--- src/adcts_pkg.sv ---
package adcts_pkg;

  // ----------------------------------------------------------------
  // widths
  // ----------------------------------------------------------------
  localparam int ADDR_W = 3;
  localparam int DATA_W = 8;
  localparam int RES_W = 12;
  localparam int WIDE_W = 16;
  localparam int CHAN_W = 4;
  localparam int CTS_W = 5;
  localparam int PORT_CFG_W = 5;
  localparam int CNT_W = 8;
  localparam int BIT_IDX_W = 4;
  localparam int TRIG_W = 2;

  // ----------------------------------------------------------------
  // register offsets
  // ----------------------------------------------------------------
  localparam logic [ADDR_W-1:0] OFS_CONV_MODE = 3'h0;
  localparam logic [ADDR_W-1:0] OFS_TRIG_MODE = 3'h1;
  localparam logic [ADDR_W-1:0] OFS_CHAN_SEL = 3'h2;
  localparam logic [ADDR_W-1:0] OFS_RES_WIDE_LO = 3'h3;
  localparam logic [ADDR_W-1:0] OFS_RES_WIDE_HI = 3'h4;
  localparam logic [ADDR_W-1:0] OFS_RES_NARROW = 3'h5;
  localparam logic [ADDR_W-1:0] OFS_PORT_CFG = 3'h6;
  localparam logic [ADDR_W-1:0] OFS_REF_CTRL = 3'h7;

  // ----------------------------------------------------------------
  // field positions
  // ----------------------------------------------------------------
  localparam int BIT_CONV_START = 7;
  localparam int BIT_SINGLE_CONT = 6;
  localparam int CTS_MSB = 5;
  localparam int CTS_LSB = 1;
  localparam int BIT_CMP_EN = 0;
  localparam int BIT_TIMER_EN = 7;
  localparam int BIT_TRIG_SRC = 0;
  localparam int CHAN_MSB = 3;
  localparam int BIT_REF_SRC = 7;
  localparam int BIT_BOOSTER = 1;
  localparam int NARROW_LSB = 4;
  localparam logic MODE_SINGLE = 1'b1;

  // ----------------------------------------------------------------
  // reset values
  // ----------------------------------------------------------------
  localparam logic [DATA_W-1:0] REG_RST = 8'h00;
  localparam logic [WIDE_W-1:0] RES_WIDE_RST = 16'h0000;
  localparam logic [DATA_W-1:0] RES_NARROW_RST = 8'h00;
  localparam logic [RES_W-1:0] RES_RST = 12'h000;

  // ----------------------------------------------------------------
  // timing
  // ----------------------------------------------------------------
  localparam int CLK_MHZ = 200;
  localparam int SAMPLE_TIME_NS = 500;
  localparam int SAMPLE_CYCLES_I = (SAMPLE_TIME_NS * CLK_MHZ + 999) / 1000;
  localparam logic [CNT_W-1:0] SAMPLE_CYCLES = CNT_W'(SAMPLE_CYCLES_I);
  localparam logic [CNT_W-1:0] STEP_BASE_CYCLES = 8'h04;
  localparam logic [BIT_IDX_W-1:0] MSB_IDX = 4'hb;

endpackage

--- src/adcts_sar_if.sv ---
`timescale 1ns/10ps
interface adcts_sar_if;
  import adcts_pkg::*;
  logic start;
  logic stop;
  logic [CNT_W-1:0] step_cycles;
  logic busy;
  logic sampling;
  logic done;
  logic [RES_W-1:0] result;
  logic [RES_W-1:0] trial;

  modport ctrl (output start, output stop, output step_cycles,
                input busy, input sampling, input done, input result, input trial);
  modport engine (input start, input stop, input step_cycles,
                  output busy, output sampling, output done, output result, output trial);
endinterface : adcts_sar_if

--- src/adcts_top.sv ---
// Added by the designer: the address-and-strobe port and the register offsets.
`timescale 1ns/10ps
// Summary of operation
// writing 1 to start bit converts the selected channel
// each conversion end loads both result registers and pulses interrupt
// continuous mode starts the next conversion at once
// single mode clears start bit after one conversion, then waits
// software mode: writing 1 while converting aborts and restarts
// channel rewrite aborts and restarts, except timer single mode
// timer single mode: new channel applies at next start
// software mode: writing 0 stops at once, result kept
// timer enable bit places converter in timer trigger mode
// timer trigger sets start bit and starts conversion
// trigger during conversion aborts and restarts it
// timer continuous: writing 0 stops and waits for next trigger
// clearing timer enable with start bit 0 selects software mode
// trigger pulses spaced at least one conversion time apart
// software waits 1 us after comparator enable before starting
// software discards first result if settling was skipped
// low voltage modes: booster on, wait 10 us, then comparator
// trigger mode register: source select bit 0, timer enable bit 7
// mode register: conversion time bits 5..1, single select bit 6
// channel select register holds channel in bits 3..0
// mode register bit 0 enables the voltage comparator
// software clears start bit, comparator, then timer enable
// reset clears wide and narrow result registers to zero
// a coinciding result read returns the old value first
// a coinciding mode, channel or port write drops the result
// narrow result is upper eight bits of the 12-bit result
module adcts_top
  import adcts_pkg::*;
(
  input wire logic clock,
  input wire logic reset,
  input wire logic [ADDR_W-1:0] addr,
  input wire logic [DATA_W-1:0] wdata,
  input wire logic wr_en,
  input wire logic rd_en,
  output logic [DATA_W-1:0] rdata,
  input wire logic [TRIG_W-1:0] timer_trig,
  input wire logic comp_in,
  output logic conv_end_irq,
  output logic [CHAN_W-1:0] chan_active,
  output logic sample_hold,
  output logic [RES_W-1:0] tap_code,
  output logic comparator_enable,
  output logic booster_enable,
  output logic ref_source_sel,
  output logic [CTS_W-1:0] conv_time_sel,
  output logic [PORT_CFG_W-1:0] port_analog_cfg
);

  // ----------------------------------------------------------------
  // declarations
  // ----------------------------------------------------------------
  adcts_sar_if sar_bus ();

  logic conv_start_bit_reg;
  logic single_continuous_sel_reg;
  logic [CTS_W-1:0] conv_time_sel_reg;
  logic comparator_enable_reg;
  logic timer_trig_enable_reg;
  logic trig_source_sel_reg;
  logic [CHAN_W-1:0] channel_field_reg;
  logic [CHAN_W-1:0] chan_active_reg;
  logic [PORT_CFG_W-1:0] port_analog_cfg_reg;
  logic ref_source_sel_reg;
  logic booster_enable_reg;
  logic [WIDE_W-1:0] result_wide_reg;
  logic [DATA_W-1:0] result_narrow_reg;
  logic conv_end_irq_reg;
  logic [DATA_W-1:0] rdata_reg;

  logic wr_mode;
  logic wr_trig;
  logic wr_chan;
  logic wr_port;
  logic wr_ref;
  logic cfg_write;
  logic start_wr_one;
  logic start_wr_zero;
  logic trigger_hit;
  logic timer_single;
  logic is_single;
  logic store_result;
  logic start_pulse;
  logic stop_pulse;
  logic [CHAN_W-1:0] channel_next;
  logic [DATA_W-1:0] conv_mode_view;
  logic [DATA_W-1:0] trig_mode_view;
  logic [DATA_W-1:0] ref_ctrl_view;

  // ----------------------------------------------------------------
  // address decode
  // ----------------------------------------------------------------
  assign wr_mode = wr_en && (addr == OFS_CONV_MODE);
  assign wr_trig = wr_en && (addr == OFS_TRIG_MODE);
  assign wr_chan = wr_en && (addr == OFS_CHAN_SEL);
  assign wr_port = wr_en && (addr == OFS_PORT_CFG);
  assign wr_ref = wr_en && (addr == OFS_REF_CTRL);

  // mode, channel or port writes beat a simultaneous conversion end
  assign cfg_write = wr_mode || wr_chan || wr_port;

  assign start_wr_one = wr_mode && wdata[BIT_CONV_START];
  assign start_wr_zero = wr_mode && !wdata[BIT_CONV_START];

  // ----------------------------------------------------------------
  // trigger qualification
  // ----------------------------------------------------------------
  assign trigger_hit = timer_trig_enable_reg && timer_trig[trig_source_sel_reg];
  assign is_single = (single_continuous_sel_reg == MODE_SINGLE);
  assign timer_single = timer_trig_enable_reg && is_single;

  assign channel_next = wr_chan ? wdata[CHAN_MSB:0] : channel_field_reg;

  assign store_result = sar_bus.done && !cfg_write;

  // ----------------------------------------------------------------
  // start / abort decision
  // ----------------------------------------------------------------
  always_comb begin
    start_pulse = 1'b0;
    stop_pulse = 1'b0;
    if (trigger_hit) begin
      // trigger set wins over a coinciding stop
      start_pulse = 1'b1;
    end else if (start_wr_zero) begin
      stop_pulse = 1'b1;
    end else if (start_wr_one) begin
      start_pulse = 1'b1;
    end else if (wr_chan && sar_bus.busy && !timer_single) begin
      start_pulse = 1'b1;
    end else if (sar_bus.done && conv_start_bit_reg && !is_single) begin
      start_pulse = 1'b1;
    end
  end

  assign sar_bus.start = start_pulse;
  assign sar_bus.stop = stop_pulse;
  assign sar_bus.step_cycles = STEP_BASE_CYCLES + {3'h0, conv_time_sel_reg};

  // ----------------------------------------------------------------
  // conversion start bit
  // ----------------------------------------------------------------
  always_ff @(posedge clock) begin
    if (reset) begin
      conv_start_bit_reg <= 1'b0;
    end else if (trigger_hit) begin
      conv_start_bit_reg <= 1'b1;
    end else if (wr_mode) begin
      conv_start_bit_reg <= wdata[BIT_CONV_START];
    end else if (sar_bus.done && is_single) begin
      conv_start_bit_reg <= 1'b0;
    end
  end

  // ----------------------------------------------------------------
  // converter mode register fields
  // ----------------------------------------------------------------
  always_ff @(posedge clock) begin
    if (reset) begin
      single_continuous_sel_reg <= 1'b0;
      conv_time_sel_reg <= '0;
      comparator_enable_reg <= 1'b0;
    end else if (wr_mode) begin
      single_continuous_sel_reg <= wdata[BIT_SINGLE_CONT];
      conv_time_sel_reg <= wdata[CTS_MSB:CTS_LSB];
      comparator_enable_reg <= wdata[BIT_CMP_EN];
    end
  end

  // ----------------------------------------------------------------
  // trigger mode register
  // ----------------------------------------------------------------
  always_ff @(posedge clock) begin
    if (reset) begin
      timer_trig_enable_reg <= 1'b0;
      trig_source_sel_reg <= 1'b0;
    end else if (wr_trig) begin
      trig_source_sel_reg <= wdata[BIT_TRIG_SRC];
      // timer mode is left only while no conversion is enabled
      if (wdata[BIT_TIMER_EN] || !conv_start_bit_reg) begin
        timer_trig_enable_reg <= wdata[BIT_TIMER_EN];
      end
    end
  end

  // ----------------------------------------------------------------
  // channel selection
  // ----------------------------------------------------------------
  always_ff @(posedge clock) begin
    if (reset) begin
      channel_field_reg <= '0;
    end else if (wr_chan) begin
      channel_field_reg <= wdata[CHAN_MSB:0];
    end
  end

  // the converting channel only changes when a conversion starts
  always_ff @(posedge clock) begin
    if (reset) begin
      chan_active_reg <= '0;
    end else if (start_pulse) begin
      chan_active_reg <= channel_next;
    end
  end

  // ----------------------------------------------------------------
  // port and reference configuration
  // ----------------------------------------------------------------
  always_ff @(posedge clock) begin
    if (reset) begin
      port_analog_cfg_reg <= '0;
    end else if (wr_port) begin
      port_analog_cfg_reg <= wdata[PORT_CFG_W-1:0];
    end
  end

  always_ff @(posedge clock) begin
    if (reset) begin
      ref_source_sel_reg <= 1'b0;
      booster_enable_reg <= 1'b0;
    end else if (wr_ref) begin
      ref_source_sel_reg <= wdata[BIT_REF_SRC];
      booster_enable_reg <= wdata[BIT_BOOSTER];
    end
  end

  // ----------------------------------------------------------------
  // result registers
  // ----------------------------------------------------------------
  // old value is sampled into read data on the same edge
  always_ff @(posedge clock) begin
    if (reset) begin
      result_wide_reg <= RES_WIDE_RST;
      result_narrow_reg <= RES_NARROW_RST;
    end else if (store_result) begin
      result_wide_reg <= {4'h0, sar_bus.result};
      result_narrow_reg <= sar_bus.result[RES_W-1:NARROW_LSB];
    end
  end

  // ----------------------------------------------------------------
  // conversion end request
  // ----------------------------------------------------------------
  always_ff @(posedge clock) begin
    if (reset) begin
      conv_end_irq_reg <= 1'b0;
    end else begin
      conv_end_irq_reg <= store_result;
    end
  end

  // ----------------------------------------------------------------
  // read back
  // ----------------------------------------------------------------
  assign conv_mode_view = {conv_start_bit_reg, single_continuous_sel_reg,
                           conv_time_sel_reg, comparator_enable_reg};
  assign trig_mode_view = {timer_trig_enable_reg, 6'h00, trig_source_sel_reg};
  assign ref_ctrl_view = {ref_source_sel_reg, 5'h00, booster_enable_reg, 1'b0};

  // data stand only in the cycle after the read strobe
  always_ff @(posedge clock) begin
    if (reset) begin
      rdata_reg <= REG_RST;
    end else if (rd_en) begin
      unique case (addr)
        OFS_CONV_MODE: begin
          rdata_reg <= conv_mode_view;
        end
        OFS_TRIG_MODE: begin
          rdata_reg <= trig_mode_view;
        end
        OFS_CHAN_SEL: begin
          rdata_reg <= {4'h0, channel_field_reg};
        end
        OFS_RES_WIDE_LO: begin
          rdata_reg <= result_wide_reg[DATA_W-1:0];
        end
        OFS_RES_WIDE_HI: begin
          rdata_reg <= result_wide_reg[WIDE_W-1:DATA_W];
        end
        OFS_RES_NARROW: begin
          rdata_reg <= result_narrow_reg;
        end
        OFS_PORT_CFG: begin
          rdata_reg <= {3'h0, port_analog_cfg_reg};
        end
        OFS_REF_CTRL: begin
          rdata_reg <= ref_ctrl_view;
        end
      endcase
    end else begin
      rdata_reg <= REG_RST;
    end
  end

  // ----------------------------------------------------------------
  // approximation engine
  // ----------------------------------------------------------------
  adcts_sar u_sar (
    .clock(clock),
    .reset(reset),
    .comp_in(comp_in),
    .sar(sar_bus)
  );

  // ----------------------------------------------------------------
  // outputs
  // ----------------------------------------------------------------
  assign rdata = rdata_reg;
  assign conv_end_irq = conv_end_irq_reg;
  assign chan_active = chan_active_reg;
  assign sample_hold = sar_bus.sampling;
  assign tap_code = sar_bus.trial;
  assign comparator_enable = comparator_enable_reg;
  assign booster_enable = booster_enable_reg;
  assign ref_source_sel = ref_source_sel_reg;
  assign conv_time_sel = conv_time_sel_reg;
  assign port_analog_cfg = port_analog_cfg_reg;

endmodule // adcts_top

--- src/adcts_sar.sv ---
`timescale 1ns/10ps
module adcts_sar
  import adcts_pkg::*;
(
  input wire logic clock,
  input wire logic reset,
  input wire logic comp_in,
  adcts_sar_if.engine sar
);

  typedef enum logic [1:0] {ST_IDLE, ST_SAMPLE, ST_CONVERT} adcts_state_e;

  adcts_state_e state_reg;
  logic [CNT_W-1:0] cnt_reg;
  logic [BIT_IDX_W-1:0] bit_idx_reg;
  logic [RES_W-1:0] approx_shift_reg;
  logic [RES_W-1:0] result_reg;
  logic done_reg;
  logic step_end;

  assign step_end = (cnt_reg == sar.step_cycles - 8'h01);

  // ----------------------------------------------------------------
  // sequencing: start always restarts from sampling
  // ----------------------------------------------------------------
  always_ff @(posedge clock) begin
    if (reset || sar.stop) begin
      state_reg <= ST_IDLE;
      cnt_reg <= '0;
      bit_idx_reg <= MSB_IDX;
      approx_shift_reg <= RES_RST;
    end else if (sar.start) begin
      state_reg <= ST_SAMPLE;
      cnt_reg <= '0;
      bit_idx_reg <= MSB_IDX;
      approx_shift_reg <= RES_RST;
    end else begin
      unique case (state_reg)
        ST_IDLE: begin
          cnt_reg <= '0;
        end
        ST_SAMPLE: begin
          if (cnt_reg == SAMPLE_CYCLES - 8'h01) begin
            state_reg <= ST_CONVERT;
            cnt_reg <= '0;
            approx_shift_reg[MSB_IDX] <= 1'b1;
          end else begin
            cnt_reg <= cnt_reg + 8'h01;
          end
        end
        ST_CONVERT: begin
          if (step_end) begin
            cnt_reg <= '0;
            approx_shift_reg[bit_idx_reg] <= comp_in;
            if (bit_idx_reg == '0) begin
              state_reg <= ST_IDLE;
            end else begin
              bit_idx_reg <= bit_idx_reg - 4'h1;
              approx_shift_reg[bit_idx_reg - 4'h1] <= 1'b1;
            end
          end else begin
            cnt_reg <= cnt_reg + 8'h01;
          end
        end
      endcase
    end
  end

  // ----------------------------------------------------------------
  // completion
  // ----------------------------------------------------------------
  always_ff @(posedge clock) begin
    if (reset) begin
      done_reg <= 1'b0;
      result_reg <= RES_RST;
    end else begin
      done_reg <= 1'b0;
      if (!sar.stop && !sar.start && state_reg == ST_CONVERT && step_end
          && bit_idx_reg == '0) begin
        done_reg <= 1'b1;
        result_reg <= {approx_shift_reg[RES_W-1:1], comp_in};
      end
    end
  end

  assign sar.busy = (state_reg != ST_IDLE);
  assign sar.sampling = (state_reg == ST_SAMPLE);
  assign sar.done = done_reg;
  assign sar.result = result_reg;
  assign sar.trial = approx_shift_reg;

endmodule // adcts_sar

--- config.mk ---
export PLATFORM = sky130hd
export DESIGN_NAME = adcts_top
export DESIGN_NICKNAME = d
export VERILOG_FILES = /design/src/adcts_pkg.sv /design/src/adcts_sar_if.sv /design/src/adcts_top.sv /design/src/adcts_sar.sv
export SDC_FILE = /design/constraint.sdc
export NUM_CORES = 1
export LEC_CHECK = 0
export BUFFER_PORTS_ARGS = -buffer_cell sky130_fd_sc_hd__buf_2
export CELL_PAD_IN_SITES_DETAIL_PLACEMENT = 1
export CELL_PAD_IN_SITES_GLOBAL_PLACEMENT = 1
export CORE_MARGIN = 1.5
export CORE_UTILIZATION = 40
export CTS_BUF_LIST = sky130_fd_sc_hd__clkbuf_8
export DETAILED_ROUTE_END_ITERATION = 7
export PLACE_DENSITY = 0.71
export REMOVE_ABC_BUFFERS = 1
export SYNTH_ARGS = -nofsm -noshare
export SYNTH_HDL_FRONTEND = slang
export SYNTH_SLANG_ARGS = --single-unit
--- constraint.sdc ---
create_clock -name clock -period 2.96 [get_ports clock]
set_input_delay 0.148 -clock clock [delete_from_list [all_inputs] [get_ports clock]]
set_output_delay 0.148 -clock clock [all_outputs]
set_load 0.1 [all_outputs]
; ---- Yosys cells after proc, flatten, opt, wreduce, memory -nomap -nowiden
; Cells that the tools add are included.
[classes]
addsub = 4
mul = 0
n_div = 0
magnitude_cmp = 5
n_eq_ne = 17
shift = 0
mux = 32
bitwise = 3
n_reduce_logical = 47
[op_table]
columns = op, n
row1 = 8-bit case mux with 8 select lines, 1
row2 = 12-bit two-way mux, 2
row3 = 8-bit case mux with 3 select lines, 1
row4 = 1-bit logical AND, 21
row5 = 1-bit two-way mux, 17
row6 = 8-bit two-way mux, 2
row7 = 12-bit bitwise mux, 1
row8 = "3-bit equality test, second input constant", 4
row9 = 12-bit OR, 1
row10 = "4-bit by 5-bit less-than comparator with 1-bit output, second input constant", 2
row11 = "3-bit by 1-bit inequality test with 1-bit output, second input constant", 3
row12 = "8-bit by 1-bit adder with 8-bit output, second input constant", 1
row13 = 1-bit demux with 4-bit select, 2
row14 = "8-bit by 7-bit equality test with 1-bit output, second input constant", 1
row15 = 8-bit equality test, 1
row16 = "4-bit by 1-bit >= comparator with 1-bit output, second input constant", 2
row17 = 4-bit AND reduction, 2
row18 = 1-bit zero test, 7
row19 = "6-bit by 1-bit subtractor with 7-bit output, second input constant", 1
row20 = "3-bit by 5-bit adder with 6-bit output, first input constant", 1
row21 = "3-bit by 2-bit equality test with 1-bit output, second input constant", 2
row22 = 2-bit two-way mux, 3
row23 = "2-bit by 1-bit inequality test with 1-bit output, second input constant", 3
row24 = 3-bit AND reduction, 2
row25 = other kinds (17), 25
[word_totals]
register_bits = 93
latchBits = 0
ramBits = 0
romBits = 0
input_bits = 18
output_inout_bits = 39
elab_cells = 131
memories = 0

; ---- Depth between registers and ports, before layout
[logic_depth]
depth_word = 14
ltp_mapped = 9
mapped_depth_nobuf = 7

; ---- Hierarchy
; A second synthesis with hierarchy kept.
[unflattened]
cells_unflattened = 510
area_unflattened_um2 = 4419.2
[modules_own_cells]
columns = mod, n_inst, cells_per_inst, area_per_inst_um2, seq_area_each_um2
row1 = adcts_sar, 1, 296, 2319.7, 780.7
row2 = adcts_top, 1, 214, 2099.5, 920.9

; ---- Worst setup path after synthesis
; No wires, ideal clock.
[synth_timing]
kind = register to register
start = reg conv_time_sel_reg[0] (netlist: conv_time_sel[0])
end = reg u_sar.approx_shift_reg[9] (netlist: u_sar.sar.trial[9])
setup_ns = 0.074
t_arrival_ns = 2.759
required_time_ns = 2.886
slack_ns = 0.127
stages_incl_launch_ff = 10
n_path_buf = 2
period_less_slack_ns = 2.833
cell_sequence = dfxtp_1 > inv_1 > ha_1 > a21bo_2 > o221a_2 > o2111ai_1 > buf_2 > buf_4 > o21ai_0 > a31oi_1
[synth_between]
elab_chain_cells = 4
[synth_lines]
columns = element, line
row1 = from (decl), adcts_top.sv:60  ; logic [CTS_W-1:0] conv_time_sel_reg;
row2 = from (signal assigned), adcts_top.sv:168  ; conv_time_sel_reg <= wdata[CTS_MSB:CTS_LSB];
row3 = 3-bit by 5-bit adder with 6-bit output, adcts_top.sv:141  ; assign sar_bus.step_cycles = STEP_BASE_CYCLES + {3'h0, conv_time_sel_reg};
row4 = 6-bit by 1-bit subtractor with 7-bit output, adcts_sar.sv:21  ; assign step_end = (cnt_reg == sar.step_cycles - 8'h01);
row5 = 8-bit equality test, adcts_sar.sv:21
row6 = 2-bit AND reduction (no source line), --
row7 = "to (signal, indexed assignment)", adcts_sar.sv:54  ; approx_shift_reg[bit_idx_reg] <= comp_in;
row8 = to (decl), adcts_sar.sv:16  ; logic [RES_W-1:0] approx_shift_reg;
; Every way passes these cells.
; A chain may end at the register's enable or synchronous reset.

; ---- Worst setup path after layout
[layout_timing]
start = reg conv_time_sel_reg[0] (netlist: conv_time_sel[0])
end = reg u_sar.approx_shift_reg[0] (netlist: u_sar.sar.trial[0])
; The elaborated chain is that of the path after synthesis.

==> results.yml <==
global_route:
  grt_pass1_vias: 3938
  grt_max_degree: 46
  antenna_found_initial: 0
  grt_pass1_wl_mm: 20.4
  grtUsageTotal_pct: 23.1
  overflow: 0
yosys:
  synth_mux_area_share_pct: 7.91
  yosys.area_share.simple_pct: 21.9
  synth_top_family_by_area: "simple AND/OR/NAND/NOR gates"
  synth_edf_count: 0
  synth-compound-area-share_pct: 19.8
  yosysUniqueCellTypes: 60
  syn_area_mm2: 0.00426
  synthArstFlopShare_pct: 0
  synth.largest_area_cell: "dfxtp_1"
  synth-seq-area-share_pct: 40.0
  syn_avg_cell_area_um2: 8.53
  ys_warn_count: 0
  yosys_most_used_dff: "dfxtp_1"
  synth_xor_area_share_pct: 2.68
  synth_cells: 499
  ys_ff_latch: 85
  synth_fa_ha_area_share_pct: 2.65
  synth_top_area_share_pct: 40.0
  yosys-top-cells-area: "dfxtp_1 40%, mux2i_1 6.6%, a21oi_1 4.6%, nor2_1 4.1%, nand2_1 4.0%"
worst_hold_path:
  hold_path.class: "primary input to flop"
floorplanning:
  die_area_mm2: 0.0113
  die_h_um: 106
  core_area_mm2: 0.0103
  io_pins: 57
  start_util_pct: 41.2
  fp.dieW_um: 106
  rows: 37
critical_path:
  path_cells: "inv_1, ha_1, xor2_1, and4_1, o2111a_1, o21ai_0, a211oi_1"
  crit_path_end_kind: "flop"
  cp-endpoint: "u_sar.sar.trial[0]$_SDFFE_PP0P_"
  r2r-end: "u_sar.sar.trial[0]$_SDFFE_PP0P_"
  path_buf_inv: 1
  path_class: "flop to flop"
  crit_path_start: "conv_time_sel[0]$_SDFFE_PP0P_"
  required_ns: 3.23
  cp_slowest_cell: "o2111a_1"
  reg2reg_from: "conv_time_sel[0]$_SDFFE_PP0P_"
  crit_path_start_kind: "flop"
  crit_family: "compound AO/OA/AOI/OAI gates"
  worstPathArrival_ns: 2.82
  slowest_delay_ns: 0.71
  crit_cells: 7
  rr_worst_depth: 7
  rrSetupSlack_ns: 0.42
  critPathMaxFanout: 21
job:
  drv_cap: 0
placement:
  buffer_ports.inserted: 56
  dpl_worst_slack_ns: 0.472
  hpwlAfterDp_mm: 8.94
  place_inst: 670
  gp_congestion: 0.893
  placed_cell_area_mm2: 0.00467
clock_network:
  clock-sinks: 85
  cts.clk_slew.worst_paths_ns: 0.09
  cts_buffers: 9
  cts-root-buf: "clkbuf_8"
  htreeDepth: 3
  clk_latency_ns: 0.36
  cts_resized: 0
  cts-hold-fix-buffers: 0
  post-cts-setup-buffers: 0
  ctsLongestPathBuffers: 2
  cts_tree: "done"
route:
  drc_errors: 0
  postRouteAntennaNets: 0
  wl_per_cell_um: 18.2
  via_per_inst: 5.73
  drt-total-wl_mm: 12.5
  drtIter0Drc: 186
  drt_pass1_iterations: 4
  vias: 3929
sta:
  worst_pin_slew_ns: 0.801
  fin_crit_ns: 2.54
  fin_hold_ws_ns: 0.0307
  setup_violations: 0
  max_slew_margin_pct: 46.6
  finalWorstSetupSlack_ns: 0.417
  period_share_pct: 85.9
  rsz0062_at_grt: "no"
  report.final.slew_viol_count: 0
  skew_ns: 0.00905
  fmax_mhz: 393
  setup_tns_ns: 0
  hold_viol: 0
power:
  total_power_mw: 2.12
  p_leak_nw: 1.89
  peakVddDrop_mv: 0.213
  p_per_area_mw_per_mm2: 438
final_layout:
  diodes: 0
  instances_no_fill: 686
  layout-area-overhead-vs-synth_pct: 13.7
  nets: 572
  final_core_util_pct: 46.9
  drive_gt1_share_pct: 18.2
  stdcell_area_mm2: 0.00484
status:
  outcome: "finished clean"
-- cell usage in the layout (no fill, tap or decap), types with 5 or more instances in the layout --
cell	count
dfxtp_1	85
buf_2	56
nor2_1	47
nand2_1	45
a21oi_1	39
mux2i_1	28
nand3_1	20
o21ai_0	20
nand4_1	19
nor3_1	19
buf_4	16
o31ai_1	15
inv_1	14
a31oi_1	9
ha_1	9
clkbuf_8	9
xor2_1	8
a22oi_1	6
xnor2_1	5
nor2b_1	5
-- cell families (layout without fill, tap and decap cells) --
| family | after synthesis | after routing |
|---|---|---|
| AND/OR/NAND/NOR | 186 | 186 |
| AO/OA/AOI/OAI | 125 | 125 |
| flip-flops | 85 | 85 |
| buffers and inverters | 50 | 101 |
| multiplexers | 31 | 31 |
| XOR/XNOR | 13 | 13 |
| adder cells (fa/ha/maj) | 9 | 9 |
-- worst min-delay path, stage by stage --
cell and delay [ns]:
buf_2 0.10, nand2_1 0.05, a21oi_1 0.05
-- power breakdown --
part	leakage [nW]	switching (mW)	internal (mW)	total [mW]
clock network	0.0874	0.447	0.308	0.755
logic	1.12	0.150	0.0518	0.202
registers	0.686	0.00879	1.15	1.16
-- worst min-delay path by stage --
| stage | startpoint | endpoint | cells after the start |
|---|---|---|---|
| 2_1_floorplan | reset | chan_active[0]$_SDFFE_PP0P_ | 1 |
| 3_3_place_gp | wdata[6] | is_single$_SDFFE_PP0P_ | 3 |
| 3_5_place_dp | wdata[5] | conv_time_sel[4]$_SDFFE_PP0P_ | 3 |
| 4_1_cts | wdata[5] | conv_time_sel[4]$_SDFFE_PP0P_ | 3 |
| 5_1_grt | wdata[6] | is_single$_SDFFE_PP0P_ | 3 |
| 6_report | wdata[5] | conv_time_sel[4]$_SDFFE_PP0P_ | 3 |
-- layer usage --
metal  part of all wire (%)  up-vias  track usage [%]  wire length (um)
met2                     47       84             37.2              5900
met1                     48     1926             31.4              5980
met4                    1.0        0             7.43               126
li1                       -     1909                -                 -
met5                      0        -                0                 0
met3                    3.7       10             3.74               456
-- cells in the mapped netlist, types with 4 or more instances --
library cell	number
inv_1	13
nand4_1	19
xor2_1	8
ha_1	9
clkbuf_1	19
and2_1	4
nand2_1	45
nand3b_1	4
xnor2_1	5
nor2b_1	5
buf_2	13
o21ai_0	20
dfxtp_1	85
o31ai_1	15
nor3_1	19
a21oi_1	39
a211oi_1	4
a31oi_1	9
mux2i_1	28
a22oi_1	6
nand3_1	20
nor2_1	47
-- cell type report --
type | instances | area [um^2]
Inverter | 13 | 48.8
Tap cell | 136 | 170
Clock buffer | 9 | 124
Clock inverter | 7 | 50.0
Timing Repair Buffer | 72 | 400
Fill cell | 1271 | 5480
Multi-Input combinational cell | 364 | 2340
Sequential cell | 85 | 1700
No activity file was read; power rests on OpenSTA's default activity.
